==> config.mk <==
export PLATFORM = sky130hd
export DESIGN_NAME = mftr_relay
export DESIGN_NICKNAME = d
export VERILOG_FILES = /design/src/common/mftr_pkg.sv /design/src/common/mftr_tmr_if.sv /design/src/hw/mftr_sync.sv /design/src/hw/mftr_timer.sv /design/src/hw/mftr_relay.sv
export SDC_FILE = /design/constraint.sdc
export NUM_CORES = 1
export LEC_CHECK = 0
export BUFFER_PORTS_ARGS = -buffer_cell sky130_fd_sc_hd__buf_2
export CAP_MARGIN = 10
export CORE_MARGIN = 2
export CORE_UTILIZATION = 61
export CTS_CLUSTER_DIAMETER = 120
export DETAILED_ROUTE_END_ITERATION = 12
export HOLD_SLACK_MARGIN = 0.03
export PLACE_DENSITY = 0.79
export SLEW_MARGIN = 30
export SYNTH_ARGS = -nofsm -noshare
export SYNTH_HDL_FRONTEND = slang
export SYNTH_SLANG_ARGS = --single-unit
==> constraint.sdc <==
create_clock -name REF_CLK_I -period 5.2 [get_ports REF_CLK_I]
set_clock_uncertainty 0.2 [all_clocks]
set_input_delay 0.26 -clock REF_CLK_I [delete_from_list [all_inputs] [get_ports REF_CLK_I]]
set_output_delay 0.26 -clock REF_CLK_I [all_outputs]
set_load 0.01 [all_outputs]
==> src/common/mftr_pkg.sv <==
// constants, register map and state codes of the timing relay
`default_nettype none
package mftr_pkg;
  // ----------------------------------------
  // bus and widths
  // ----------------------------------------
  localparam int ADDR_W = 4;
  localparam int DATA_W = 32;
  localparam int IVL_W = 24;
  localparam int FN_W = 5;
  localparam logic [ADDR_W-1:0] ADDR_CTRL = 4'h0;
  localparam logic [ADDR_W-1:0] ADDR_FIRST = 4'h4;
  localparam logic [ADDR_W-1:0] ADDR_SECOND = 4'h8;
  localparam logic [ADDR_W-1:0] ADDR_STATUS = 4'hC;
  // status word bit positions
  localparam int STAT_RELAY_BIT = 0;
  localparam int STAT_SUPPLY_BIT = 1;
  localparam int STAT_CONTACT_BIT = 2;
  localparam int STAT_RUN_BIT = 3;
  localparam int STAT_STATE_LSB = 4;
  // ----------------------------------------
  // function codes and reset values
  // ----------------------------------------
  localparam logic [FN_W-1:0] FN_ASYM_PAUSE = 5'h01;
  localparam logic [FN_W-1:0] FN_ASYM_PULSE = 5'h02;
  localparam logic [FN_W-1:0] FN_ON_OFF_DELAY = 5'h03;
  localparam logic [FN_W-1:0] FN_DELAY_SHOT_PWR = 5'h04;
  localparam logic [FN_W-1:0] FN_DELAY_SHOT_CON = 5'h05;
  localparam logic [FN_W-1:0] FN_SHOT_BOTH = 5'h06;
  localparam logic [FN_W-1:0] FN_PULSE_MON = 5'h07;
  localparam logic [FN_W-1:0] FN_ON_DELAY_PWR = 5'h08;
  localparam logic [FN_W-1:0] FN_SHOT_PWR = 5'h09;
  localparam logic [FN_W-1:0] FN_OFF_DELAY = 5'h0A;
  localparam logic [FN_W-1:0] FN_SHOT_LEAD = 5'h0B;
  localparam logic [FN_W-1:0] FN_SHOT_TRAIL = 5'h0C;
  localparam logic [FN_W-1:0] FN_DELAY_TRAIL_OFF = 5'h0D;
  localparam logic [FN_W-1:0] FN_FLASH_PAUSE = 5'h0E;
  localparam logic [FN_W-1:0] FN_FLASH_ON = 5'h10;
  localparam logic [FN_W-1:0] FN_DELAY_LEAD_OFF = 5'h11;
  localparam logic [FN_W-1:0] FN_RESET = 5'h01;
  localparam logic [IVL_W-1:0] FIRST_RESET = 24'h0003E8;
  localparam logic [IVL_W-1:0] SECOND_RESET = 24'h0003E8;
  // ----------------------------------------
  // timing: one interval tick per millisecond
  // ----------------------------------------
  localparam int CLK_PERIOD_NS = 50;
  localparam int TICK_PERIOD_NS = 1000000;
  localparam int TICK_CYCLES = TICK_PERIOD_NS / CLK_PERIOD_NS;
  // ----------------------------------------
  // sequencer states
  // ----------------------------------------
  typedef enum logic [2:0] {
    ST_IDLE = 3'h0,
    ST_RUN1 = 3'h1,
    ST_RUN2 = 3'h2,
    ST_HOLD = 3'h3,
    ST_DONE = 3'h4
  } mftr_state_e;
endpackage : mftr_pkg
`default_nettype wire

==> src/common/mftr_tmr_if.sv <==
// link between the sequencer and its interval timer
`default_nettype none
interface mftr_tmr_if #(parameter int W = 24) ();
  logic start;
  logic stop;
  logic [W-1:0] limit;
  logic expired;
  logic running;
  modport ctl (output start, output stop, output limit, input expired, input running);
  modport tmr (input start, input stop, input limit, output expired, output running);
endinterface : mftr_tmr_if
`default_nettype wire

==> src/hw/mftr_sync.sv <==
// two-flop synchroniser for pin inputs
`default_nettype none
module mftr_sync #(parameter int N = 2) (
  input wire logic clk_i,
  input wire logic rst_i,
  input wire logic [N-1:0] d_i,
  output logic [N-1:0] q_o
);
  typedef struct packed {
    logic [N-1:0] meta;
    logic [N-1:0] q;
  } mftr_sync_s;
  mftr_sync_s r_reg;
  mftr_sync_s r_next;

  // first stage feeds only the second
  always_comb begin
    r_next = r_reg;
    r_next.meta = d_i;
    r_next.q = r_reg.meta;
  end

  always_ff @(posedge clk_i or posedge rst_i) begin
    if (rst_i) begin
      r_reg <= '0;
    end else begin
      r_reg <= r_next;
    end
  end

  assign q_o = r_reg.q;
endmodule : mftr_sync
`default_nettype wire

==> src/hw/mftr_timer.sv <==
// interval timer: tick prescaler plus tick counter
`default_nettype none
module mftr_timer #(
  parameter int W = 24,
  parameter int TICK_CYCLES = 20000
) (
  input wire logic clk_i,
  input wire logic rst_i,
  mftr_tmr_if.tmr t
);
  localparam int DW = $clog2(TICK_CYCLES + 1);
  typedef struct packed {
    logic [DW-1:0] div;
    logic [W-1:0] cnt;
    logic [W-1:0] lim;
    logic run;
    logic exp;
  } mftr_timer_s;
  mftr_timer_s r_reg;
  mftr_timer_s r_next;

  // start wins over stop; limit of zero acts as one tick
  always_comb begin
    r_next = r_reg;
    r_next.exp = 1'b0;
    if (t.start) begin
      r_next.run = 1'b1;
      r_next.div = '0;
      r_next.cnt = '0;
      r_next.lim = t.limit;
    end else if (t.stop) begin
      r_next.run = 1'b0;
    end else if (r_reg.run) begin
      if (r_reg.div == DW'(TICK_CYCLES - 1)) begin
        r_next.div = '0;
        if (r_reg.lim == '0 || r_reg.cnt == r_reg.lim - W'(1)) begin
          r_next.run = 1'b0;
          r_next.exp = 1'b1;
        end else begin
          r_next.cnt = r_reg.cnt + W'(1);
        end
      end else begin
        r_next.div = r_reg.div + DW'(1);
      end
    end
  end

  always_ff @(posedge clk_i or posedge rst_i) begin
    if (rst_i) begin
      r_reg <= '0;
    end else begin
      r_reg <= r_next;
    end
  end

  assign t.expired = r_reg.exp;
  assign t.running = r_reg.run;
endmodule : mftr_timer
`default_nettype wire

==> src/hw/mftr_relay.sv <==
// multi-function timing relay sequencer with avalon register slave
//
// Local design decisions: the address map and the Avalon-MM interface to the registers.
`default_nettype none
module mftr_relay #(
  parameter int TICK_CYCLES = mftr_pkg::TICK_CYCLES
) (
  input wire logic REF_CLK_I,
  input wire logic RST_I,
  input wire logic SUPPLY_I,
  input wire logic CONTACT_I,
  input wire logic [mftr_pkg::ADDR_W-1:0] AVS_ADDRESS_I,
  input wire logic AVS_READ_I,
  input wire logic AVS_WRITE_I,
  input wire logic [mftr_pkg::DATA_W-1:0] AVS_WRITEDATA_I,
  input wire logic [3:0] AVS_BYTEENABLE_I,
  output logic [mftr_pkg::DATA_W-1:0] AVS_READDATA_O,
  output logic AVS_WAITREQUEST_O,
  output logic RELAY_O
);
  import mftr_pkg::*;

  // ----------------------------------------
  // state
  // ----------------------------------------
  typedef struct packed {
    mftr_state_e st;
    logic aux;
    logic relay;
    logic con_prev;
    logic [FN_W-1:0] fn;
    logic [IVL_W-1:0] first;
    logic [IVL_W-1:0] second;
    logic waitreq;
    logic [DATA_W-1:0] rdata;
  } mftr_core_s;
  mftr_core_s r_reg;
  mftr_core_s r_next;

  logic [1:0] pins_s;
  logic supply_s;
  logic con_s;
  logic rise;
  logic fall;
  logic live;
  logic cfg_wr;
  logic sel2;
  logic asym;
  logic on_first;
  logic [DATA_W-1:0] rd_word;

  mftr_tmr_if #(.W(IVL_W)) tmr_if ();

  // byte-lane merge for register writes
  function automatic logic [DATA_W-1:0] be_merge(input logic [DATA_W-1:0] old_w,
                                                 input logic [DATA_W-1:0] new_w,
                                                 input logic [3:0] be);
    logic [DATA_W-1:0] m;
    m = old_w;
    for (int b = 0; b < 4; b++) begin
      if (be[b]) begin
        m[8*b +: 8] = new_w[8*b +: 8];
      end
    end
    return m;
  endfunction : be_merge

  // ----------------------------------------
  // pin synchronisers and interval timer
  // ----------------------------------------
  mftr_sync #(.N(2)) u_sync (
    .clk_i(REF_CLK_I),
    .rst_i(RST_I),
    .d_i({SUPPLY_I, CONTACT_I}),
    .q_o(pins_s)
  );

  mftr_timer #(.W(IVL_W), .TICK_CYCLES(TICK_CYCLES)) u_timer (
    .clk_i(REF_CLK_I),
    .rst_i(RST_I),
    .t(tmr_if.tmr)
  );

  // contact edges and bus strobes
  assign supply_s = pins_s[1];
  assign con_s = pins_s[0];
  assign rise = con_s && !r_reg.con_prev;
  assign fall = !con_s && r_reg.con_prev;
  assign cfg_wr = AVS_WRITE_I && !r_reg.waitreq && (AVS_ADDRESS_I == ADDR_CTRL);
  assign live = supply_s && !cfg_wr;
  assign asym = (r_reg.fn == FN_ASYM_PAUSE) || (r_reg.fn == FN_ASYM_PULSE);
  assign on_first = (r_reg.fn == FN_ASYM_PULSE) || (r_reg.fn == FN_FLASH_ON);

  // ----------------------------------------
  // read mux
  // ----------------------------------------
  always_comb begin
    rd_word = '0;
    unique case (AVS_ADDRESS_I)
      ADDR_CTRL: rd_word[FN_W-1:0] = r_reg.fn;
      ADDR_FIRST: rd_word[IVL_W-1:0] = r_reg.first;
      ADDR_SECOND: rd_word[IVL_W-1:0] = r_reg.second;
      ADDR_STATUS: begin
        rd_word[STAT_RELAY_BIT] = r_reg.relay;
        rd_word[STAT_SUPPLY_BIT] = supply_s;
        rd_word[STAT_CONTACT_BIT] = con_s;
        rd_word[STAT_RUN_BIT] = tmr_if.running;
        rd_word[STAT_STATE_LSB +: 3] = r_reg.st;
      end
      default: rd_word = '0;
    endcase
  end

  // ----------------------------------------
  // sequencer and register file
  // ----------------------------------------
  always_comb begin
    r_next = r_reg;
    tmr_if.start = 1'b0;
    tmr_if.stop = 1'b0;
    sel2 = 1'b0;
    r_next.con_prev = con_s;
    // one wait cycle, then answer for one cycle
    r_next.waitreq = 1'b1;
    if ((AVS_READ_I || AVS_WRITE_I) && r_reg.waitreq) begin
      r_next.waitreq = 1'b0;
      r_next.rdata = rd_word;
    end
    unique case (r_reg.fn)
      FN_ASYM_PAUSE, FN_ASYM_PULSE, FN_FLASH_PAUSE, FN_FLASH_ON: begin
        // flashers; symmetric ones reuse the first interval
        if (r_reg.st == ST_IDLE) begin
          r_next.relay = on_first;
          tmr_if.start = 1'b1;
          r_next.st = ST_RUN1;
        end else if (tmr_if.expired) begin
          r_next.relay = !r_reg.relay;
          tmr_if.start = 1'b1;
          sel2 = asym && (r_reg.st == ST_RUN1);
          r_next.st = (r_reg.st == ST_RUN1) ? ST_RUN2 : ST_RUN1;
        end
      end
      FN_ON_OFF_DELAY: begin
        if (r_reg.st == ST_IDLE && con_s) begin
          tmr_if.start = 1'b1;
          r_next.st = ST_RUN1;
        end else if (r_reg.st == ST_RUN1) begin
          if (tmr_if.expired) begin
            r_next.relay = 1'b1;
            r_next.st = ST_HOLD;
          end else if (!con_s) begin
            tmr_if.stop = 1'b1;
            r_next.st = ST_IDLE;
          end
        end else if (r_reg.st == ST_HOLD && !con_s) begin
          tmr_if.start = 1'b1;
          sel2 = 1'b1;
          r_next.st = ST_RUN2;
        end else if (r_reg.st == ST_RUN2) begin
          if (con_s) begin
            tmr_if.stop = 1'b1; // reclosure keeps it on
            r_next.st = ST_HOLD;
          end else if (tmr_if.expired) begin
            r_next.relay = 1'b0;
            r_next.st = ST_IDLE;
          end
        end
      end
      FN_DELAY_SHOT_PWR, FN_DELAY_SHOT_CON: begin
        // power start runs once; contact start rearms
        if (r_reg.st == ST_IDLE && (r_reg.fn == FN_DELAY_SHOT_PWR || rise)) begin
          tmr_if.start = 1'b1;
          r_next.st = ST_RUN1;
        end else if (r_reg.st == ST_RUN1 && tmr_if.expired) begin
          r_next.relay = 1'b1;
          tmr_if.start = 1'b1;
          sel2 = 1'b1;
          r_next.st = ST_RUN2;
        end else if (r_reg.st == ST_RUN2 && tmr_if.expired) begin
          r_next.relay = 1'b0;
          r_next.st = (r_reg.fn == FN_DELAY_SHOT_PWR) ? ST_DONE : ST_IDLE;
        end
      end
      FN_SHOT_BOTH: begin
        if (r_reg.st == ST_IDLE && (rise || fall)) begin
          r_next.relay = 1'b1;
          tmr_if.start = 1'b1;
          sel2 = fall;
          r_next.st = fall ? ST_RUN2 : ST_RUN1;
        end else if (r_reg.st != ST_IDLE && tmr_if.expired) begin
          r_next.relay = 1'b0;
          r_next.st = ST_IDLE;
        end
      end
      FN_PULSE_MON: begin
        if (r_reg.st == ST_IDLE) begin
          r_next.relay = 1'b1;
          tmr_if.start = 1'b1;
          r_next.st = ST_RUN1;
        end else if (r_reg.st == ST_RUN1 && tmr_if.expired) begin
          tmr_if.start = 1'b1;
          sel2 = 1'b1;
          r_next.aux = 1'b0;
          r_next.st = ST_RUN2;
        end else if (r_reg.st == ST_RUN2) begin
          if (tmr_if.expired) begin
            r_next.relay = 1'b0;
            r_next.st = ST_DONE;
          end else if (fall && r_reg.aux) begin
            tmr_if.start = 1'b1;
            sel2 = 1'b1;
            r_next.aux = 1'b0;
          end else if (rise) begin
            r_next.aux = 1'b1;
          end
        end
      end
      FN_ON_DELAY_PWR: begin
        if (r_reg.st == ST_IDLE) begin
          tmr_if.start = 1'b1;
          r_next.st = ST_RUN1;
        end else if (r_reg.st == ST_RUN1 && tmr_if.expired) begin
          r_next.relay = 1'b1;
          r_next.st = ST_HOLD;
        end
      end
      FN_SHOT_PWR, FN_SHOT_LEAD, FN_SHOT_TRAIL: begin
        // one pulse; trigger differs, contact ignored while it runs
        if (r_reg.st == ST_IDLE && ((r_reg.fn == FN_SHOT_PWR) ||
            (r_reg.fn == FN_SHOT_LEAD && rise) || (r_reg.fn == FN_SHOT_TRAIL && fall))) begin
          r_next.relay = 1'b1;
          tmr_if.start = 1'b1;
          r_next.st = ST_RUN1;
        end else if (r_reg.st == ST_RUN1 && tmr_if.expired) begin
          r_next.relay = 1'b0;
          r_next.st = (r_reg.fn == FN_SHOT_PWR) ? ST_DONE : ST_IDLE;
        end
      end
      FN_OFF_DELAY: begin
        if (con_s) begin
          r_next.relay = 1'b1;
          tmr_if.stop = 1'b1;
          r_next.st = ST_HOLD;
        end else if (r_reg.st == ST_HOLD) begin
          tmr_if.start = 1'b1;
          r_next.st = ST_RUN1;
        end else if (r_reg.st == ST_RUN1 && tmr_if.expired) begin
          r_next.relay = 1'b0;
          r_next.st = ST_IDLE;
        end
      end
      FN_DELAY_TRAIL_OFF: begin
        if (r_reg.st == ST_IDLE && con_s) begin
          tmr_if.start = 1'b1;
          r_next.st = ST_RUN1;
        end else if (r_reg.st == ST_RUN1) begin
          if (tmr_if.expired) begin
            r_next.relay = 1'b1;
            r_next.st = ST_HOLD;
          end else if (!con_s) begin
            tmr_if.stop = 1'b1;
            r_next.st = ST_IDLE;
          end
        end else if (r_reg.st == ST_HOLD && !con_s) begin
          r_next.relay = 1'b0;
          r_next.st = ST_IDLE;
        end
      end
      FN_DELAY_LEAD_OFF: begin
        // aux remembers an opening since the last closure
        if (r_reg.st == ST_IDLE && rise) begin
          tmr_if.start = 1'b1;
          r_next.aux = 1'b0;
          r_next.st = ST_RUN1;
        end else if (r_reg.st == ST_RUN1 && tmr_if.expired) begin
          r_next.relay = 1'b1;
          r_next.aux = !con_s;
          r_next.st = ST_HOLD;
        end else if (r_reg.st != ST_IDLE && rise && r_reg.aux) begin
          tmr_if.stop = 1'b1;
          r_next.relay = 1'b0;
          r_next.st = ST_IDLE;
        end else if (fall) begin
          r_next.aux = 1'b1;
        end
      end
      default: begin
        r_next.relay = 1'b0;
        r_next.st = ST_IDLE;
        tmr_if.stop = 1'b1;
      end
    endcase
    // register writes; a new function restarts from idle
    if (AVS_WRITE_I && !r_reg.waitreq) begin
      unique case (AVS_ADDRESS_I)
        ADDR_CTRL: r_next.fn = FN_W'(be_merge(DATA_W'(r_reg.fn), AVS_WRITEDATA_I,
                                             AVS_BYTEENABLE_I));
        ADDR_FIRST: r_next.first = IVL_W'(be_merge(DATA_W'(r_reg.first), AVS_WRITEDATA_I,
                                                   AVS_BYTEENABLE_I));
        ADDR_SECOND: r_next.second = IVL_W'(be_merge(DATA_W'(r_reg.second), AVS_WRITEDATA_I,
                                                     AVS_BYTEENABLE_I));
        default: r_next.fn = r_reg.fn;
      endcase
    end
    // supply loss or function change clears all timing
    if (!supply_s || cfg_wr) begin
      r_next.st = ST_IDLE;
      r_next.relay = 1'b0;
      r_next.aux = 1'b0;
      tmr_if.start = 1'b0;
      tmr_if.stop = 1'b1;
    end
    tmr_if.limit = sel2 ? r_reg.second : r_reg.first;
  end

  always_ff @(posedge REF_CLK_I or posedge RST_I) begin
    if (RST_I) begin
      r_reg <= '{st: ST_IDLE, aux: 1'b0, relay: 1'b0, con_prev: 1'b0, fn: FN_RESET,
                 first: FIRST_RESET, second: SECOND_RESET, waitreq: 1'b1, rdata: '0};
    end else begin
      r_reg <= r_next;
    end
  end

  // outputs straight from flops
  assign RELAY_O = r_reg.relay;
  assign AVS_WAITREQUEST_O = r_reg.waitreq;
  assign AVS_READDATA_O = r_reg.rdata;
endmodule : mftr_relay
`default_nettype wire

==> flow_metrics.py <==
metrics = {
    "timing": {
        "fin_crit_ns": 3.91,
        "fin_ws_ns": 1.29,
        "slew_viol_final": 0,
        "fmax_ghz": 0.256,
        "relSlewSlack_pct": 36.1,
        "rsz0062_at_grt": "no",
        "hold-worst-slack_ns": 0.0971,
        "setup-tns-final_ns": 0,
        "finalSetupViolations": 0,
        "period_share_pct": 75.3,
        "worst_pin_slew_ns": 0.954,
        "hold_viol": 0,
    },
    "setup_path": {
        "critPathMaxFanout": 19,
        "end_kind": "flip-flop",
        "cp-start-kind": "flip-flop",
        "regToRegStartpoint": "r_reg[84]",
        "crit_arrival_ns": 4.08,
        "critPathKind": "flip-flop to flip-flop",
        "critPathRequiredTime_ns": 5.36,
        "worstSetupStartpoint": "r_reg[84]",
    },
    "logic_synthesis": {
        "yosysWarnings": 0,
        "mappedNetlistArea_mm2": 0.00925,
        "yosysSeqAreaShare_pct": 41.6,
        "synthCells": 995,
        "yosys-top-cells-area": "dfrtp_1, mux2_2, o21ai_0, nand2_1, dfstp_2",
        "yosysUniqueCellTypes": 77,
        "synth_top_area_share_pct": 37.6,
        "synth_seq_cells": 153,
        "synth_ff_type": "dfrtp_1",
        "synth_most_common_cell": "dfrtp_1",
        "synthArstFlopShare_pct": 100,
        "synth_largest_area_cell": "dfrtp_1",
        "synth_commonest_cells": "dfrtp_1, nand2_1, o21ai_0",
        "synth-edff-count": 0,
        "syn_avg_cell_area_um2": 9.29,
    },
    "power_and_ir_drop": {
        "peakVddDrop_uv": 348,
        "leakage_nw": 4.72,
        "power_density_mw_per_mm2": 463,
    },
    "layout": {
        "largest_reg_flops": 63,
        "areaGrowthSynthToFinish_pct": 12.5,
        "drive_gt1_share_pct": 20.3,
        "nets": 1081,
        "final_cell_count_no_fill": 1227,
        "antennaDiodeCount": 0,
    },
    "placement": {
        "pre_cts_ws_ns": 1.42,
        "dpl.hpwl_mm": 16.6,
        "portBuffers": 62,
        "gp_congestion": 0.975,
        "dp.cells": 1166,
    },
    "clocking": {
        "cts.sinks": 153,
        "cts_buffer_depth": 2,
        "cts_max_level": 4,
        "clkTransAtPathRegs_ns": 0.07,
        "post_cts_resized": 0,
        "cts_tree": "built",
        "cts-root-buf": "clkbuf_16",
        "numCtsBuffers": 17,
        "clkLatencyLatePin_ns": 0.44,
    },
    "global_route": {
        "grt_pass1_wl_mm": 42.1,
        "grt.total_usage_pct": 33.0,
        "grt_max_degree": 75,
        "grt_overflow_total": 0,
        "antenna_found_initial": 0,
        "first_global_vias": 8025,
    },
    "min_path": {
        "hold_path.class": "input pin to async pin",
    },
    "floorplanning": {
        "design.core.area_mm2": 0.0146,
        "start_util_pct": 63.1,
        "fp.dieArea_mm2": 0.0162,
        "die_w_um": 127,
        "io_pins": 80,
        "die_h_um": 127,
        "fp-row-count": 44,
    },
    "drt": {
        "route.detailed.drc": 0,
        "ant_nets": 0,
        "drtIter0Drc": 702,
        "avgRoutedWirePerCell_um": 21.0,
        "drt_pre_antenna_iters": 5,
        "vias_per_cell": 6.60,
        "wirelength_mm": 25.8,
        "vias": 8104,
    },
    "run": {
        "max-cap-violations": 0,
    },
    "outcome": {
        "status": "completed",
    },
}
-- final cells by class --
cell class                 instances  area [µm²]
multi-input combinational        732        4890
clock buffer                      18         429
timing repair buffer             108         744
clock inverter                    14         189
fill                            1074        4250
sequential                       153        3850
tap                              184         230
inverter                          18        72.6
-- placed cells by master (no fill, tap or decap), types with 10 or more instances in the layout --
master | netlist | final
dlygate4sd3_1 | 0 | 29
nand2_1 | 106 | 106
nand4_1 | 10 | 10
nor4_1 | 16 | 16
dfrtp_1 | 139 | 139
buf_2 | 4 | 62
dfstp_2 | 14 | 14
nor3_1 | 28 | 27
mux2_2 | 59 | 59
or4_1 | 13 | 13
and3_1 | 21 | 21
xor2_1 | 20 | 20
buf_4 | 32 | 15
o211ai_1 | 12 | 12
mux2i_1 | 35 | 35
a21oi_1 | 33 | 32
clkbuf_16 | 0 | 17
inv_1 | 18 | 17
o21ai_0 | 86 | 86
nand3_1 | 39 | 39
nor2_1 | 44 | 44
a22oi_1 | 23 | 23
nor2b_1 | 10 | 10
or3_1 | 11 | 11
xnor2_1 | 15 | 15
-- logic make-up after synthesis --
| group | synth area share, % |
|---|---|
| other | 0.0406 |
| XOR/XNOR | 3.32 |
| adder cells (fa/ha/maj) | 0.677 |
| buffers and inverters | 6.18 |
| flip-flops | 41.6 |
| AND/OR/NAND/NOR | 19.5 |
| multiplexers | 11.7 |
| AO/OA/AOI/OAI | 17.0 |
-- critical path: stages, from the launching register on --
cell     delay (ns)
dfrtp_1        0.67
nor2b_1        0.63
nand3_1        0.31
a21bo_2        0.32
o211a_1        0.18
a31o_2         0.40
a311o_2        0.51
or4b_1         0.53
o21ai_0        0.08
-- stage by stage --
stage               total power, W  util (%)  area, µm²
floorplan                  0.00301         -       9270
global placement           0.00336      64.7       9480
detailed placement         0.00343      64.8       9490
CTS                        0.00477      71.0      10400
global route               0.00507      71.0      10400
finish                     0.00481      71.0      10400
-- final timing paths --
kind | end | slack [ns] | cells past startpoint
setup / recovery | u_timer.r_reg[34] | 1.29 | 8
hold / removal | u_sync.q_o[1] | 0.1 | 3
setup reg to reg | u_timer.r_reg[34] | 1.29 | 8
hold reg to reg | u_sync.q_o[0] | 0.15 | 0
max in group asynchronous | u_timer.r_reg[44] | 3.65 | 4
min in group REF_CLK_I | AVS_READDATA_O[4] | 0.11 | 3
-- metal layers --
layer	share of wire, %	GRT usage (%)	wire [µm]
met5	0	0	0
met1	42	45.1	10800
met4	1.9	10.6	495
met2	47	52.0	12200
met3	8.8	8.58	2260
-- report_power, final --
part           internal (W)  switching (W)  leakage [nW]
logic              0.000784        0.00106          2.38
clock network      0.000770       0.000557         0.301
registers           0.00138       0.000263          2.04
total               0.00293        0.00188          4.72
-- repair_timing --
action	4_1_cts	5_1_grt
setup endpoints to repair	0	0
endpoints found under the hold margin	71	0
setup buffers	0	0
hold buffers	29	0
Note: power is estimated with default switching activity, not from simulation.
